==> config.mk <==
export PLATFORM = sky130hd
export DESIGN_NAME = dpcb_ctrl
export DESIGN_NICKNAME = d
export VERILOG_FILES = /design/src/core/dpcb_ctrl.v /design/src/core/dpcb_fifo.v
export VERILOG_INCLUDE_DIRS = /design/src /design/src/core
export SDC_FILE = /design/constraint.sdc
export NUM_CORES = 1
export LEC_CHECK = 0
export ABC_AREA = 1
export BUFFER_PORTS_ARGS = -buffer_cell sky130_fd_sc_hd__buf_2
export CAP_MARGIN = 25
export CELL_PAD_IN_SITES_DETAIL_PLACEMENT = 0
export CELL_PAD_IN_SITES_GLOBAL_PLACEMENT = 1
export CORE_ASPECT_RATIO = 2
export CORE_UTILIZATION = 42
export DETAILED_ROUTE_END_ITERATION = 6
export GPL_ROUTABILITY_DRIVEN = 0
export PLACE_DENSITY_LB_ADDON = 0.12
export SYNTH_ARGS = -nofsm -noshare
export SYNTH_HDL_FRONTEND = slang
export SYNTH_SLANG_ARGS = --single-unit
==> constraint.sdc <==
create_clock -name sys_clk_i -period 2.3 [get_ports sys_clk_i]
set_input_delay 0.23 -clock sys_clk_i [delete_from_list [all_inputs] [get_ports sys_clk_i]]
set_output_delay 0.23 -clock sys_clk_i [all_outputs]
set_load 0.02 [all_outputs]
==> src/core/dpcb_regs.vh <==
/*
 * constants for the dual port circular buffer controller: register
 * addresses, field positions, reset values and size limits.
 * assumes it is included by its bare name from core/ design files.
 */
`ifndef DPCB_REGS_VH
`define DPCB_REGS_VH
`define DPCB_A_IFCON 8'h52
`define DPCB_A_DMACON 8'h53
`define DPCB_A_BUFSZ 8'h54
`define DPCB_A_AMOD 8'h55
`define DPCB_A_RESET_CONTROL_REGISTER 8'h59
`define DPCB_A_RDL 8'h5A
`define DPCB_A_RDH 8'h5B
`define DPCB_A_WRL 8'h5C
`define DPCB_A_WRH 8'h5D
`define DPCB_A_STL 8'h5E
`define DPCB_A_STH 8'h5F
`define DPCB_A_EXT0 8'h50
`define DPCB_A_EXT1 8'h51
`define DPCB_IF_ARB 0
`define DPCB_IF_BIE 2
`define DPCB_IF_BOE 3
`define DPCB_IF_SELO 6
`define DPCB_IF_BSYO 7
`define DPCB_DM_WRL 2
`define DPCB_DM_RDL 3
`define DPCB_DM_DIR 4
`define DPCB_DM_INIT 6
`define DPCB_DM_TGT 7
`define DPCB_RST_BYTE 8'h00
`define DPCB_RES_SET 8'h01
`define DPCB_DIR10_MAX 8'h03
`define DPCB_DIR14_MAX 8'h3F
`define DPCB_FIFO_DEPTH 16
`define DPCB_FIFO_AW 4
`define DPCB_SYNC_IDLE 8'h83
`endif
==> src/core/dpcb_ctrl.v <==
/*
 * dual port circular buffer controller: address counters, port
 * arbitration, buffer strobes, host handshake, arbitration assist and
 * the 8-bit multiplexed register port.
 * assumes sys_clk_i is the master clock (one tick per falling edge of
 * the documented clock) and the device request, host ack, bus-sense and register-port pins are asynchronous to it.
 */
`timescale 1ns/1ps
`include "dpcb_regs.vh"
module dpcb_ctrl #(
	parameter AW = 16
) (
	input wire sys_clk_i, // master clock
	input wire rst_n_i, // sync reset, low
	input wire dev_req_n_i, // device_port_request, low
	input wire dev_wdata_valid_i, // device byte to store
	input wire [7:0] dev_wdata_i, // device write byte
	output wire dev_wdata_ready_o, // device fifo room
	output reg [7:0] dev_rdata_o, // byte read for device
	output reg dev_rdata_valid_o, // pulse, read byte valid
	output reg host_port_request_o, // request to host
	input wire host_ack_i, // host acknowledge
	output reg host_output_latch_strobe_o, // latch ram output
	output wire host_output_drive_enable_n_o, // host drive, low
	output wire host_input_drive_enable_n_o, // host input, low
	output reg [7:0] buf_addr_o, // a0-a7
	output reg [3:0] buf_addr_hi_o, // a8 a9 a10 a11
	output reg host_upper_addr_strobe_o, // strobe or a8
	output reg device_upper_addr_strobe_o, // strobe or a9
	output reg host_upper_addr_enable_n_o, // enable or a12
	output reg device_upper_addr_enable_n_o, // enable or a13
	output reg buffer_mem_select_n_o, // memory select, low
	output reg buf_we_n_o, // write enable, low
	input wire [7:0] buf_rdata_i, // ram read data
	input wire busy_in_sense_i, // bus busy in
	input wire select_in_sense_i, // bus select in
	output wire busy_out_o, // busy out
	output wire select_out_o, // select out
	output wire target_identify_out_n_o, // target mode, low
	output wire initiator_identify_out_n_o, // initiator mode, low
	output wire dma_done_o, // transfer done level
	input wire cs_i, // chip select, high
	input wire ale_i, // address latch enable
	input wire rd_n_i, // read strobe, low
	input wire wr_n_i, // write strobe, low
	input wire [7:0] ad_i, // muxed_addr_data_bus in
	output reg [7:0] ad_o, // muxed_addr_data_bus out
	output wire ad_oe_o // bus drive, high
);
	// -------------------------------------------------
	// pin synchronisers
	// -------------------------------------------------
	localparam NS = 8;
	wire [NS-1:0] raw = {dev_req_n_i, host_ack_i, busy_in_sense_i,
		select_in_sense_i, cs_i, ale_i, rd_n_i, wr_n_i};
	reg [NS-1:0] s1_r;
	reg [NS-1:0] s2_r;
	reg [7:0] ad1_r;
	reg [7:0] ad2_r;
	always @(posedge sys_clk_i) begin
		if (!rst_n_i) begin
			// idle pin levels, so no false edge follows reset
			s1_r <= `DPCB_SYNC_IDLE;
			s2_r <= `DPCB_SYNC_IDLE;
			ad1_r <= 8'h00;
			ad2_r <= 8'h00;
		end else begin
			s1_r <= raw;
			s2_r <= s1_r;
			ad1_r <= ad_i;
			ad2_r <= ad1_r;
		end
	end
	wire dreq_n = s2_r[7];
	wire ack = s2_r[6];
	wire bsy_in = s2_r[5];
	wire sel_in = s2_r[4];
	wire cs = s2_r[3];
	wire ale = s2_r[2];
	wire rd_n = s2_r[1];
	wire wr_n = s2_r[0];
	reg ale_d_r;
	reg rd_d_r;
	reg wr_d_r;
	// -------------------------------------------------
	// registers
	// -------------------------------------------------
	reg [7:0] addr_r;
	reg [7:0] ifcon_r;
	reg [7:0] dmacon_r;
	reg [7:0] bufsz_r;
	reg amod_r;
	reg reset_control_register_r;
	reg [AW-1:0] rd_ptr_r;
	reg [AW-1:0] wr_ptr_r;
	reg [AW-1:0] stop_r;
	reg arb_seen_r;
	reg done_r;
	wire wr_pulse = cs && !wr_n && wr_d_r;
	wire rd_active = cs && !rd_n;
	wire [AW-1:0] size_last = {bufsz_r, 8'hFF};
	wire extended = amod_r ? (bufsz_r > `DPCB_DIR14_MAX)
		: (bufsz_r > `DPCB_DIR10_MAX);
	wire dir_out = dmacon_r[`DPCB_DM_DIR];
	wire up_en = dmacon_r[`DPCB_DM_RDL] && dir_out;
	wire dn_en = dmacon_r[`DPCB_DM_WRL] && !dir_out;
	wire [AW-1:0] host_ptr = dir_out ? rd_ptr_r : wr_ptr_r;
	wire at_stop = (host_ptr == stop_r);
	wire host_want = (up_en || dn_en) && !at_stop && !host_port_request_o
		&& !ack;
	// -------------------------------------------------
	// transfer engine
	// -------------------------------------------------
	localparam ST_IDLE = 2'b00;
	localparam ST_HI = 2'b01;
	localparam ST_ACC = 2'b10;
	reg [1:0] st_r;
	reg port_dev_r;
	reg dev_pend_r;
	reg [AW-1:0] acc_addr_r;
	reg acc_wr_r;
	wire ff_valid;
	wire [7:0] ff_data;
	// device fills the buffer while the host uploads, and drains it
	// while the host downloads
	wire dev_in = dir_out;
	wire dev_go = dev_pend_r && (!dev_in || ff_valid);
	wire host_go = host_want && !dev_go;
	wire go_wr = dev_go ? dev_in : !dir_out;
	wire fin = (st_r == ST_ACC);
	wire ff_pop = fin && port_dev_r && acc_wr_r;
	function [AW-1:0] bump;
		input [AW-1:0] p;
		input [AW-1:0] last;
		begin
			bump = (p == last) ? {AW{1'b0}} : p + 1'b1;
		end
	endfunction
	dpcb_fifo #(
		.W(8),
		.DEPTH(`DPCB_FIFO_DEPTH),
		.AW(`DPCB_FIFO_AW)
	) u_fifo (
		.sys_clk_i(sys_clk_i),
		.rst_n_i(rst_n_i),
		.in_valid_i(dev_wdata_valid_i),
		.in_ready_o(dev_wdata_ready_o),
		.in_data_i(dev_wdata_i),
		.out_valid_o(ff_valid),
		.out_ready_i(ff_pop),
		.out_data_o(ff_data)
	);
	reg [7:0] wdata_r;
	always @(posedge sys_clk_i) begin
		if (!rst_n_i) begin
			st_r <= ST_IDLE;
			port_dev_r <= 1'b0;
			dev_pend_r <= 1'b0;
			acc_addr_r <= {AW{1'b0}};
			acc_wr_r <= 1'b0;
			wdata_r <= 8'h00;
			dev_rdata_o <= 8'h00;
			dev_rdata_valid_o <= 1'b0;
			host_port_request_o <= 1'b0;
			host_output_latch_strobe_o <= 1'b0;
			ale_d_r <= 1'b0;
			rd_d_r <= 1'b1;
			wr_d_r <= 1'b1;
		end else begin
			ale_d_r <= ale;
			rd_d_r <= rd_n;
			wr_d_r <= wr_n;
			dev_rdata_valid_o <= 1'b0;
			host_output_latch_strobe_o <= 1'b0;
			if (!dreq_n)
				dev_pend_r <= 1'b1;
			if (host_port_request_o && ack)
				host_port_request_o <= 1'b0;
			case (st_r)
			ST_IDLE: begin
				if (dev_go || host_go) begin
					port_dev_r <= dev_go;
					acc_wr_r <= go_wr;
					acc_addr_r <= go_wr ? wr_ptr_r : rd_ptr_r;
					st_r <= extended ? ST_HI : ST_ACC;
					if (dev_go)
						dev_pend_r <= !dreq_n;
				end
			end
			ST_HI: begin
				st_r <= ST_ACC;
			end
			ST_ACC: begin
				st_r <= ST_IDLE;
				if (port_dev_r && !acc_wr_r) begin
					dev_rdata_o <= buf_rdata_i;
					dev_rdata_valid_o <= 1'b1;
				end
				if (!port_dev_r) begin
					host_port_request_o <= 1'b1;
					host_output_latch_strobe_o <= !acc_wr_r;
				end
			end
			default: st_r <= ST_IDLE;
			endcase
			if (st_r == ST_IDLE && (dev_go || host_go))
				wdata_r <= ff_data;
			// any dmacon write drops a device request left pending once the synced request pin is high
			if (wr_pulse && addr_r == `DPCB_A_DMACON && dreq_n)
				dev_pend_r <= 1'b0;
		end
	end
	// -------------------------------------------------
	// buffer pins
	// -------------------------------------------------
	always @* begin
		buf_addr_o = acc_addr_r[7:0];
		buf_addr_hi_o = acc_addr_r[11:8];
		host_upper_addr_strobe_o = acc_addr_r[8];
		device_upper_addr_strobe_o = acc_addr_r[9];
		host_upper_addr_enable_n_o = acc_addr_r[12];
		device_upper_addr_enable_n_o = acc_addr_r[13];
		buffer_mem_select_n_o = !fin;
		buf_we_n_o = !(fin && acc_wr_r);
		if (extended) begin
			host_upper_addr_strobe_o = 1'b0;
			device_upper_addr_strobe_o = 1'b0;
			host_upper_addr_enable_n_o = !(fin && !port_dev_r);
			device_upper_addr_enable_n_o = !(fin && port_dev_r);
			if (st_r == ST_HI) begin
				buf_addr_o = acc_addr_r[15:8];
				host_upper_addr_strobe_o = !port_dev_r;
				device_upper_addr_strobe_o = port_dev_r;
			end
		end else if (!amod_r) begin
			buf_addr_hi_o[3:2] = 2'b00;
			host_upper_addr_enable_n_o = 1'b0;
			device_upper_addr_enable_n_o = 1'b0;
		end
	end
	// ext holding latch data comes from the device fifo head
	wire [7:0] unused_w = wdata_r;
	// -------------------------------------------------
	// register port and counters
	// -------------------------------------------------
	always @(posedge sys_clk_i) begin
		if (!rst_n_i) begin
			addr_r <= `DPCB_RST_BYTE;
			ifcon_r <= `DPCB_RST_BYTE;
			dmacon_r <= `DPCB_RST_BYTE;
			bufsz_r <= `DPCB_RST_BYTE;
			amod_r <= 1'b0;
			reset_control_register_r <= 1'b1;
			rd_ptr_r <= {AW{1'b0}};
			wr_ptr_r <= {AW{1'b0}};
			stop_r <= {AW{1'b0}};
			arb_seen_r <= 1'b0;
			done_r <= 1'b0;
		end else begin
			if (ale_d_r && !ale)
				addr_r <= ad2_r;
			if (fin && acc_wr_r)
				wr_ptr_r <= bump(wr_ptr_r, size_last);
			if (fin && !acc_wr_r)
				rd_ptr_r <= bump(rd_ptr_r, size_last);
			if (ifcon_r[`DPCB_IF_ARB] && !sel_in && !bsy_in)
				arb_seen_r <= 1'b1;
			else if (!ifcon_r[`DPCB_IF_ARB])
				arb_seen_r <= 1'b0;
			if (at_stop && !host_port_request_o && !ack
				&& (up_en || dn_en))
				done_r <= 1'b1;
			if (wr_pulse) begin
				case (addr_r)
				`DPCB_A_IFCON: ifcon_r <= ad2_r;
				`DPCB_A_DMACON: dmacon_r <= ad2_r;
				`DPCB_A_BUFSZ: bufsz_r <= ad2_r;
				`DPCB_A_AMOD: amod_r <= ad2_r[0];
				`DPCB_A_RESET_CONTROL_REGISTER: reset_control_register_r <= ad2_r[0];
				`DPCB_A_RDL: rd_ptr_r[7:0] <= ad2_r;
				`DPCB_A_RDH: rd_ptr_r[15:8] <= ad2_r;
				`DPCB_A_WRL: wr_ptr_r[7:0] <= ad2_r;
				`DPCB_A_WRH: wr_ptr_r[15:8] <= ad2_r;
				`DPCB_A_STL: begin
					stop_r[7:0] <= ad2_r;
					done_r <= 1'b0;
				end
				`DPCB_A_STH: begin
					stop_r[15:8] <= ad2_r;
					done_r <= 1'b0;
				end
				default: ;
				endcase
			end
		end
	end
	always @(posedge sys_clk_i) begin
		if (!rst_n_i)
			ad_o <= 8'h00;
		else begin
			case (addr_r)
			`DPCB_A_IFCON: ad_o <= {ifcon_r[7:6], bsy_in, sel_in,
				ifcon_r[3:2], 1'b0, arb_seen_r};
			`DPCB_A_DMACON: ad_o <= {dmacon_r[7:6], done_r,
				dmacon_r[4:2], ack, 1'b0};
			`DPCB_A_BUFSZ: ad_o <= bufsz_r;
			`DPCB_A_RDL: ad_o <= rd_ptr_r[7:0];
			`DPCB_A_RDH: ad_o <= rd_ptr_r[15:8];
			`DPCB_A_WRL: ad_o <= wr_ptr_r[7:0];
			`DPCB_A_WRH: ad_o <= wr_ptr_r[15:8];
			`DPCB_A_STL: ad_o <= stop_r[7:0];
			`DPCB_A_STH: ad_o <= stop_r[15:8];
			default: ad_o <= 8'h00;
			endcase
		end
	end
	assign ad_oe_o = rd_active;
	// -------------------------------------------------
	// bus arbitration and identify pins
	// -------------------------------------------------
	wire ext_acc = cs && (addr_r == `DPCB_A_EXT0 || addr_r == `DPCB_A_EXT1);
	wire host_dma = host_port_request_o;
	assign busy_out_o = ifcon_r[`DPCB_IF_BSYO] || arb_seen_r;
	assign select_out_o = ifcon_r[`DPCB_IF_SELO];
	assign host_output_drive_enable_n_o = !(arb_seen_r
		|| (ifcon_r[`DPCB_IF_BOE] && ext_acc && !wr_n)
		|| (host_dma && dir_out));
	assign host_input_drive_enable_n_o = !((ifcon_r[`DPCB_IF_BIE]
		&& ext_acc && !rd_n) || (dn_en && !port_dev_r
		&& st_r != ST_IDLE));
	assign target_identify_out_n_o = !dmacon_r[`DPCB_DM_TGT];
	assign initiator_identify_out_n_o = !dmacon_r[`DPCB_DM_INIT];
	assign dma_done_o = done_r;
endmodule

==> src/core/dpcb_fifo.v <==
/*
 * small flip-flop fifo with valid/ready on both sides.
 * assumes one clock and a synchronous active-low reset.
 */
`timescale 1ns/1ps
module dpcb_fifo #(
	parameter W = 8,
	parameter DEPTH = 16,
	parameter AW = 4
) (
	input wire sys_clk_i, // master clock
	input wire rst_n_i, // sync reset, low
	input wire in_valid_i, // write offered
	output wire in_ready_o, // room available
	input wire [W-1:0] in_data_i, // write data
	output wire out_valid_o, // data available
	input wire out_ready_i, // reader takes
	output wire [W-1:0] out_data_o // head data
);
	reg [W-1:0] mem_r [0:DEPTH-1];
	reg [AW-1:0] wp_r;
	reg [AW-1:0] rp_r;
	reg [AW:0] cnt_r;
	wire push = in_valid_i && in_ready_o;
	wire pop = out_valid_o && out_ready_i;
	assign in_ready_o = (cnt_r != DEPTH);
	assign out_valid_o = (cnt_r != {(AW+1){1'b0}});
	assign out_data_o = mem_r[rp_r];
	always @(posedge sys_clk_i) begin
		if (!rst_n_i) begin
			wp_r <= {AW{1'b0}};
			rp_r <= {AW{1'b0}};
			cnt_r <= {(AW+1){1'b0}};
		end else begin
			if (push) begin
				mem_r[wp_r] <= in_data_i;
				wp_r <= wp_r + 1'b1;
			end
			if (pop)
				rp_r <= rp_r + 1'b1;
			if (push && !pop)
				cnt_r <= cnt_r + 1'b1;
			else if (pop && !push)
				cnt_r <= cnt_r - 1'b1;
		end
	end
endmodule

After elaboration in Yosys (flattened, before gate mapping)
Index checks and enable logic that the tools add are counted.
{"block": "op_classes", "addsub": 4, "order_cmp": 2, "eq_ne": 20, "n_mux": 45, "bitwise": 2, "reduce_logical": 84}
{"op": "2-to-1 mux 16 bit", "count": 8}
{"op": "equality test 8 x 7 -> 1 bit (second input constant)", "count": 12}
{"op": "case mux 8 bit (9 select lines)", "count": 1}
{"op": "equality test 16 bit", "count": 3}
{"op": "2-to-1 mux 8 bit", "count": 6}
{"op": "logical AND 1 bit", "count": 37}
{"op": "adder 16 x 1 -> 16 bit (second input constant)", "count": 2}
{"op": "logical NOT 1 bit", "count": 23}
{"op": "2-to-1 mux 1 bit", "count": 23}
{"op": "AND reduction 2 bit", "count": 9}
{"op": "2-to-1 mux 5 bit", "count": 2}
{"op": "> comparator 8 x 2 -> 1 bit (second input constant)", "count": 1}
{"op": "> comparator 8 x 6 -> 1 bit (second input constant)", "count": 1}
{"op": "logical OR 1 bit", "count": 8}
{"op": "2-to-1 mux 2 bit", "count": 4}
{"op": "adder 5 x 1 -> 5 bit (second input constant)", "count": 1}
{"op": "!= test 5 bit (second input constant)", "count": 1}
{"op": "nonzero test 5 bit", "count": 1}
{"op": "subtractor 5 x 1 -> 5 bit (second input constant)", "count": 1}
{"op": "case mux 2 bit (2 select lines)", "count": 1}
{"op": "nonzero test 2 bit", "count": 2}
{"op": "OR reduction 2 bit", "count": 2}
{"op": "OR reduction 3 bit", "count": 1}
{"op": "equality test 2 x 1 -> 1 bit (second input constant)", "count": 1}
{"op": "other kinds (5)", "count": 6}
{"block": "word_totals", "regBits": 162, "in_bits": 35, "out_inout_bits": 46, "word_cells": 185}

Logic depth before layout (Yosys ltp)
Gate-level depths: netlist of run 1.
{"block": "logic_depth", "ltp_word": 10, "ltp_mapped": 16}

Cells and area by module
A second synthesis of run 1 with hierarchy kept.
{"block": "unflattened", "cells_unflattened": 1788, "hier_area_um2": 13995.9}
{"module": "dpcb_ctrl", "instances": 1, "cells_each": 1130, "area_per_inst_um2": 7497.2, "seq_area_each_um2": 3022.9}
{"module": "dpcb_fifo", "instances": 1, "cells_each": 658, "area_per_inst_um2": 6498.7, "seq_area_each_um2": 4184.0}

Worst setup path after synthesis of run 1
OpenSTA, ideal clock, no wires.
{"block": "synth_timing", "path_type": "register -> register", "startpoint": "register u_fifo.cnt_r[0]", "endpoint": "register u_fifo.cnt_r[4]", "setup_ps": 119, "arrival_ps": 2170, "t_required_ps": 2181, "setup_slack_ps": 10, "stages_incl_launch_ff": 15, "path_cell_list": "dfxtp_1 -> nor2_1 -> nand4_1 -> nand2_1 -> inv_1 -> ha_1 -> inv_1 -> ha_1 -> a21o_1 -> a31oi_1 -> nor2_1 -> nor2_1 -> nand2_1 -> o21ai_0 -> a21oi_1"}
{"block": "synth_between", "elab_chain_len": 5}
{"element": "start, declared", "line_no": "dpcb_fifo.v:23", "rtl": "reg [AW:0] cnt_r;"}
{"element": "start signal, assigned", "line_no": "dpcb_fifo.v:33", "rtl": "cnt_r <= {(AW+1){1'b0}};"}
{"element": "start signal, assigned", "line_no": "dpcb_fifo.v:42", "rtl": "cnt_r <= cnt_r + 1'b1;"}
{"element": "start signal, assigned", "line_no": "dpcb_fifo.v:44", "rtl": "cnt_r <= cnt_r - 1'b1;"}
{"element": "!= test 5 bit (*)", "line_no": "dpcb_fifo.v:26", "rtl": "assign in_ready_o = (cnt_r != DEPTH);"}
{"element": "via dev_wdata_ready_o", "line_no": "dpcb_ctrl.v:18", "rtl": "output wire dev_wdata_ready_o,"}
{"element": "logical AND 1 bit (*)", "line_no": "dpcb_fifo.v:24", "rtl": "wire push = in_valid_i && in_ready_o;"}
{"element": "logical NOT 1 bit", "line_no": "dpcb_fifo.v:43", "rtl": "else if (pop && !push)"}
{"element": "logical AND 1 bit", "line_no": "dpcb_fifo.v:43"}
{"element": "nonzero test 2 bit (no source line)"}
Mark *: on every way through the listed nets, which the timed path passes. The rest lies on a longest branch. The select of a mux whose other input is x is not followed.
A chain may end at the register's enable or synchronous reset.

Final worst setup path of run 1
{"block": "layout_timing", "startpoint": "register bufsz_r[3]", "endpoint": "output buf_addr_o[7]"}
{"block": "layout_between", "elab_chain_len": 3}
{"element": "start, declared", "line_no": "dpcb_ctrl.v:91", "rtl": "reg [7:0] bufsz_r;"}
{"element": "start signal, assigned", "line_no": "dpcb_ctrl.v:251", "rtl": "bufsz_r <= `DPCB_RST_BYTE;"}
{"element": "start signal, assigned", "line_no": "dpcb_ctrl.v:277", "rtl": "`DPCB_A_BUFSZ: bufsz_r <= ad2_r;"}
{"element": "> comparator 8 x 2 -> 1 bit (no source line) or > comparator 8 x 6 -> 1 bit (tied branches)"}
{"element": "2-to-1 mux 1 bit (*)", "line_no": "dpcb_ctrl.v:102", "rtl": "wire extended = amod_r ? (bufsz_r > `DPCB_DIR14_MAX)"}
{"element": "2-to-1 mux 8 bit (*)", "line_no": "dpcb_ctrl.v:225", "rtl": "if (extended) begin"}
{"element": "end, declared", "line_no": "dpcb_ctrl.v:26", "rtl": "output reg [7:0] buf_addr_o,"}
Every way passes the cells marked *; elsewhere a longest branch is shown, timed or not.

==> flow_metrics.py, run 1 <==
metrics = {
    "grt": {
        "grt_use_total": 0.311,
        "grt_use_met1": 0.319,
        "busiest_layer": "met2",
        "grt_pass1_vias": 7676,
        "grt_use_met2": 0.561,
        "grt_pass1_wl_um": 43700,
        "grt_max_degree": 48,
        "globalRouteMet3Util": 0.0376,
        "grt_antenna_before_repair": 0,
        "grt_overflow_total": 0,
    },
    "power": {
        "cellLeakagePower_uw": 0.00417,
        "cellPowerDensity_nw_per_um2": 624,
        "ir_worst_vdd_mv": 0.495,
    },
    "clock_network": {
        "clkSinkCount": 156,
        "tritoncts": "built",
        "clk_pin_slew_ns": 0.07,
        "postCtsSetupBuffers": 0,
        "clk_latency_ns": 0.44,
        "clockBufferDepth": 2,
        "cts_root_buf": "clkbuf_16",
        "htree_levels": 4,
        "numCtsBuffers": 17,
    },
    "timing": {
        "slew_headroom": 0.491,
        "setup_violations": 0,
        "tightest_slew_ns": 0.763,
        "slew_viol_final": 0,
        "whs_ns": 0.0378,
        "finalHoldViolCount": 0,
        "min_period_over_period": 0.959,
        "final.setup.tns_ns": 0,
        "rsz0062_at_grt": "yes",
        "fin_skew_ns": 0.00690,
        "fmax_mhz": 453,
        "post-route-min-period_ns": 2.21,
    },
    "route": {
        "drcViolationCount": 8,
        "first_pass_iters": 7,
        "vias": 8062,
        "finalWirelength_um": 28600,
        "via_per_inst": 5.37,
        "ant_nets": 0,
        "wl_per_cell_um": 19.1,
        "drtIter0Drc": 548,
    },
    "floorplanning": {
        "die_w_um": 97.8,
        "start_util": 0.431,
        "num_io_pins": 81,
        "design.die.area_sq_um": 18900,
        "rows": 69,
        "die_y_um": 194,
        "core_area_sq_um": 17900,
    },
    "setup_path": {
        "r2r_cells": 14,
        "worst-r2r-setup-slack_ns": 0.15,
        "worst_ep_required_time_ns": 2.07,
        "crit_path_cell_trace": "inv_2 > a41o_1 > nand2_1 > nand3_1 > buf_4 > mux2_2 > buf_2",
        "reg2reg_from": "u_fifo.cnt_r[0]$_SDFFE_PN0P_",
        "slowest_stage": "dfxtp_1",
        "crit_family": "buffers and inverters",
        "crit_type": "register to output pin",
        "rr_endpoint": "u_fifo.cnt_r[4]$_SDFFE_PN0P_",
        "critical-path-max-stage-delay_ns": 0.35,
        "start_kind": "register",
        "critPathArrivalTime_ns": 1.98,
        "critPathBufInv": 3,
        "crit_fanout": 14,
        "cp-end-kind": "output pin",
    },
    "synth": {
        "syn_nets": 1192,
        "yosys_warnings": 0,
        "synth_fa_ha_area_frac": 0.0123,
        "ys.flop_type": "dfxtp_1",
        "synth-edff-count": 0,
        "ys_seq_elements": 156,
        "seq_area_frac_synth": 0.405,
        "synthCells": 1150,
        "synth.avg_cell_area_sq_um": 6.70,
        "synthDistinctLibCells": 39,
        "synthSimpleGateAreaFrac": 0.274,
        "yosys-mux-area-fraction": 0.00584,
        "netlist_area_sq_um": 7710,
        "synth_xor_xnor_area_share": 0.0239,
        "synth_top_family_by_area": "simple AND/OR/NAND/NOR gates",
        "synthArstFlopShare": 0,
        "synth_compound_area_frac": 0.174,
    },
    "min_path": {
        "hold_depth": 3,
        "hold_class": "input pin to register",
        "min_to": "dev_rdata_o[6]$_SDFFE_PN0P_",
        "min-delay-start": "buf_rdata_i[6]",
    },
    "placement": {
        "portBuffers": 72,
        "place_area_sq_um": 8620,
        "post-dp-hpwl_um": 21900,
    },
    "cells_and_area": {
        "drive_gt1_frac": 0.154,
        "layout_common_cells": "262 x nand2_1, 155 x dfxtp_1, 149 x inv_1, 107 x o21ai_0, 106 x nor2_1",
        "final_net_count": 1316,
        "final_common_cell": "nand2_1",
        "insertedDiodeCount": 0,
        "fin_area_sq_um": 9360,
        "area_growth_pct": 21.4,
    },
    "job": {
        "cap_violations": 0,
    },
    "outcome": {
        "violations": "design-rule violations",
        "status": "complete, but fails checks",
    },
}
[how the worst max path moves through the flow]
stage / cells past startpoint / startpoint / end / slack [ns]
5_1_grt: 14 / u_fifo.cnt_r[3]$_SDFFE_PN0P_ / u_fifo.cnt_r[4]$_SDFFE_PN0P_ / -0.03
4_1_cts: 7 / addr_r[5]$_SDFFE_PN0P_ / host_input_drive_enable_n_o / 0.02
6_report: 7 / bufsz_r[3]$_SDFFE_PN0P_ / buf_addr_o[7] / 0.09
3_3_place_gp: 14 / u_fifo.cnt_r[3]$_SDFFE_PN0P_ / u_fifo.cnt_r[4]$_SDFFE_PN0P_ / 0.09
2_1_floorplan: 14 / u_fifo.cnt_r[0]$_SDFFE_PN0P_ / u_fifo.cnt_r[4]$_SDFFE_PN0P_ / 0.01
3_5_place_dp: 14 / u_fifo.cnt_r[3]$_SDFFE_PN0P_ / u_fifo.cnt_r[4]$_SDFFE_PN0P_ / 0.06
[per-stage QoR]
stage                      util  cells  worst slack, ns  power [uW]
after floorplan               -   1150           0.0103        3030
after global placement    0.483   1452           0.0904        3140
after detailed placement  0.483   1452           0.0556        3150
after CTS                 0.523   1500           0.0230        5880
after global routing      0.524   1500          -0.0286        6030
final                     0.524   1500           0.0948        5840
[power breakdown]
part / internal [uW] / switching, uW
clock network: 1460 / 1270
registers: 2750 / 54.4
logic: 131 / 182
[per-layer routing]
| metal | wire [um] | vias up |
|---|---|---|
| li1 | - | 3982 |
| met1 | 10200 | 3670 |
| met2 | 14700 | 298 |
| met3 | 1300 | 112 |
| met4 | 2460 | 0 |
| met5 | 0 | - |
[final cells by class]
type	instances	area, sq um
sequential	156	3120
fill	1849	8510
clock buffer	19	453
tap	213	267
inverter	159	599
multi-input combinational	787	3790
clock inverter	13	104
timing repair buffer	153	1020
[registers in the layout, summed over array words and instances, names as in the netlist, 2 cells and up]
register and flops:
s1_r 8, ad1_r 8, bufsz_r 8, dmacon_r 5
wr_ptr_r 16, ad_o 8, dev_rdata_o 8, st_r 2
ifcon_r 5, u_fifo.cnt_r 5, rd_ptr_r 16, stop_r 16
acc_addr_r 16, ad2_r 8, s2_r 8, addr_r 8
[logic make-up (layout without fill, tap and decap cells)]
logic type / after synthesis / after routing
buf+inv: 207 / 344
mux: 4 / 4
compound gates: 251 / 251
flops: 156 / 156
fa+ha+maj: 7 / 7
xor+xnor: 21 / 21
simple gates: 504 / 504
[tightest hold or removal path, delay by kind of cell]
family,cells,cell delay (ns)
buffers and inverters,1,0.07
and+or+nand+nor,1,0.08
AOI/OAI and AO/OA,1,0.07
[cells in the mapped netlist (13+ instances only)]
library cell	number	area, sq um
nor3_1	18	90.1
xor2_1	18	158
o21ai_0	107	536
nand2_1	263	987
clkbuf_1	31	116
nor2_1	107	402
nand4_1	13	81.3
nand3_1	86	430
inv_1	156	586
dfxtp_1	156	3120
o22ai_1	28	175
a21oi_1	96	480
[timing repair]
item / CTS / global route
gates resized for setup: 2 / 10
hold buffers: 16 / 0
endpoints found under the setup margin: 2 / 30
hold endpoints to repair: 16 / 0
pin swaps: 0 / 1
cloned: 0 / 0
No activity file was read; power rests on OpenSTA's default activity.
==> inputs of run 2 (changes only) <==
--- a/config.mk
+++ b/config.mk
@@ -13,9 +13,11 @@
 export CELL_PAD_IN_SITES_GLOBAL_PLACEMENT = 1
 export CORE_ASPECT_RATIO = 2
 export CORE_UTILIZATION = 42
+export CTS_BUF_LIST = sky130_fd_sc_hd__clkbuf_16
 export DETAILED_ROUTE_END_ITERATION = 6
 export GPL_ROUTABILITY_DRIVEN = 0
-export PLACE_DENSITY_LB_ADDON = 0.12
+export PLACE_DENSITY = 0.81
+export SETUP_SLACK_MARGIN = 0.5
 export SYNTH_ARGS = -nofsm -noshare
 export SYNTH_HDL_FRONTEND = slang
 export SYNTH_SLANG_ARGS = --single-unit
==> run 2 against run 1 <==
  * The flow still finishes with violations (design-rule violations)
  * Via count is 5.5% higher
  * Clock skew increased by 0.0042 ns
  * Die area stayed put
  * Fmax is 0.90% higher
  * Non-clock buffer count increased by 33
  * Largest power group unchanged
  * Highest routed layer unchanged
==> flow_metrics.py, run 2 (synthesis results as in run 1) <==
metrics = {
    "power": {
        "p_clk_frac": 0.465,
        "cellLeakagePower_uw": 0.00452,
        "sw_frac_of_total": 0.258,
        "p_seq_frac": 0.470,
        "p_int_uw": 4430,
        "ir_worst_vdd_mv": 0.547,
        "cellPowerDensity_nw_per_um2": 569,
        "p_switching_uw": 1540,
        "combPwrFrac": 0.064,
    },
    "grt": {
        "grt_antenna_before_repair": 0,
        "grt_use_total": 0.322,
        "grt_overflow_total": 0,
        "grt_pass1_wl_um": 44900,
        "grt_max_degree": 101,
        "grt_pass1_vias": 8140,
    },
    "setup_path": {
        "critPathArrivalTime_ns": 2.51,
        "start_kind": "register",
        "crit_type": "register to register",
        "cp-end-kind": "register",
        "worst_ep_required_time_ns": 2.63,
        "crit_fanout": 4,
        "r2r_cells": 13,
    },
    "floorplanning": {
        "start_util": 0.431,
        "die_w_um": 97.8,
        "design.die.area_sq_um": 18900,
        "num_io_pins": 81,
        "die_y_um": 194,
        "rows": 69,
        "core_area_sq_um": 17900,
    },
    "min_path": {
        "hold_depth": 3,
        "hold_class": "input pin to register",
    },
    "timing": {
        "post-route-min-period_ns": 2.19,
        "slew_headroom": 0.507,
        "finalHoldViolCount": 0,
        "setup_violations": 0,
        "rsz0062_at_grt": "yes",
        "min_period_over_period": 0.950,
        "fmax_mhz": 458,
        "layout_setup_ws_ns": 0.115,
        "slew_viol_final": 0,
        "tightest_slew_ns": 0.738,
        "fin_skew_ns": 0.0111,
    },
    "route": {
        "finalWirelength_um": 30200,
        "ant_nets": 0,
        "via_per_inst": 5.54,
        "wl_per_cell_um": 19.7,
        "drcViolationCount": 10,
        "vias": 8504,
        "drtIter0Drc": 521,
        "first_pass_iters": 7,
    },
    "placement": {
        "post-dp-hpwl_um": 21900,
        "dp_worst_setup_slack_ns": 0.0619,
        "place_area_sq_um": 8690,
        "portBuffers": 72,
    },
    "cells_and_area": {
        "fin_area_sq_um": 10500,
        "num-fill-cells": 1763,
        "final_net_count": 1350,
        "layout_common_cells": "241 x nand2_1, 137 x inv_1, 130 x dfxtp_1, 92 x o21ai_0, 89 x a21oi_1",
        "area_growth_pct": 36.1,
        "final_common_cell": "nand2_1",
        "drive_gt1_frac": 0.276,
        "insertedDiodeCount": 0,
    },
    "outcome": {
        "status": "complete, but fails checks",
        "violations": "design-rule violations",
    },
    "clock_network": {
        "tritoncts": "built",
        "clk_pin_slew_ns": 0.07,
        "clockBufferDepth": 2,
        "cts_root_buf": "clkbuf_16",
        "htree_levels": 4,
        "clkSinkCount": 156,
        "numCtsBuffers": 17,
        "clk_latency_ns": 0.44,
    },
    "job": {
        "cap_violations": 0,
    },
}
[run 2: changes by cell type in the layout (fill, tap and decap cells not counted), moves of 18 or more]
| cell | before | now |
|---|---|---|
| nor2_1 | 106 | 79 |
| buf_6 | 0 | 26 |
| dfxtp_1 | 155 | 130 |
| nand2_1 | 262 | 241 |
| dfxtp_2 | 1 | 20 |
| buf_4 | 64 | 82 |
| nand2_2 | 3 | 21 |
[run 2: layer usage]
| metal | vias up | part of all wire | GRT usage |
|---|---|---|---|
| li1 | 4058 | - | - |
| met1 | 3941 | 0.33 | 0.299 |
| met2 | 353 | 0.51 | 0.574 |
| met3 | 152 | 0.052 | 0.0621 |
| met4 | 0 | 0.11 | 0.312 |
| met5 | - | 0 | 0 |
[run 2: final timing paths]
check	from	endpoint	slack (ns)
worst max register to register	u_fifo.cnt_r[3]$_SDFFE_PN0P_	u_fifo.cnt_r[4]$_SDFFE_PN0P_	0.11
worst min register to register	s2_r[7]$_SDFF_PN1_	dev_pend_r$_SDFF_PP0_	0.40
worst min-delay path	buf_rdata_i[2]	dev_rdata_o[2]$_SDFFE_PN0P_	0.03
worst max-delay path	u_fifo.cnt_r[3]$_SDFFE_PN0P_	u_fifo.cnt_r[4]$_SDFFE_PN0P_	0.11
[run 2: layout make-up]
| cell class | instances | area [sq um] | share of cell area |
|---|---|---|---|
| inverters | 159 | 634 | 0.0605 |
| well taps | 213 | 267 | 0.0254 |
| repair inverters | 1 | 7.51 | 0.000716 |
| clock inverters | 15 | 136 | 0.0130 |
| repair buffers | 186 | 1460 | 0.139 |
| flip-flops and latches | 156 | 3170 | 0.302 |
| clock buffers | 17 | 425 | 0.0406 |
| multi-input cells | 787 | 4390 | 0.419 |
[run 2: power by group through the flow]
stage | clock network [uW] | logic [uW] | registers, uW
3_3_place_gp | 0 | 291 | 2870
6_report | 2780 | 383 | 2810
2_1_floorplan | 0 | 216 | 2840
3_5_place_dp | 0 | 299 | 2870
5_1_grt | 2890 | 421 | 2810
4_1_cts | 2800 | 349 | 2810
[run 2: what timing repair did]
action,CTS,global route
hold buffers,16,0
pin swaps,9,24
endpoints found under the hold margin,16,0
gates resized for setup,104,137
gates cloned,0,1
endpoints found under the setup margin,91,85
setup buffers,14,21
[run 2: worst max-delay path, stage by stage (launching register included)]
cell	delay, ns
dfxtp_4	0.35
nor2_4	0.10
nand4_1	0.21
nand3_2	0.18
ha_4	0.19
inv_6	0.05
ha_4	0.23
a21o_1	0.20
a31oi_4	0.17
nor2_2	0.05
nor2_1	0.09
nand2_1	0.08
o21ai_1	0.12
a21oi_1	0.05
[run 2: through the flow]
stage / total power (uW) / hold WS [ns] / util / cells / setup TNS [ns]
after detailed placement: 3170 / 0.395 / 0.486 / 1450 / 0
after global routing: 6120 / 0.0496 / 0.587 / 1534 / -0.0444
after global placement: 3160 / 0.392 / 0.486 / 1450 / 0
after CTS: 5960 / 0.0297 / 0.550 / 1512 / 0
final: 5970 / 0.0341 / 0.587 / 1534 / 0
after floorplan: 3050 / 0.328 / - / 1150 / 0
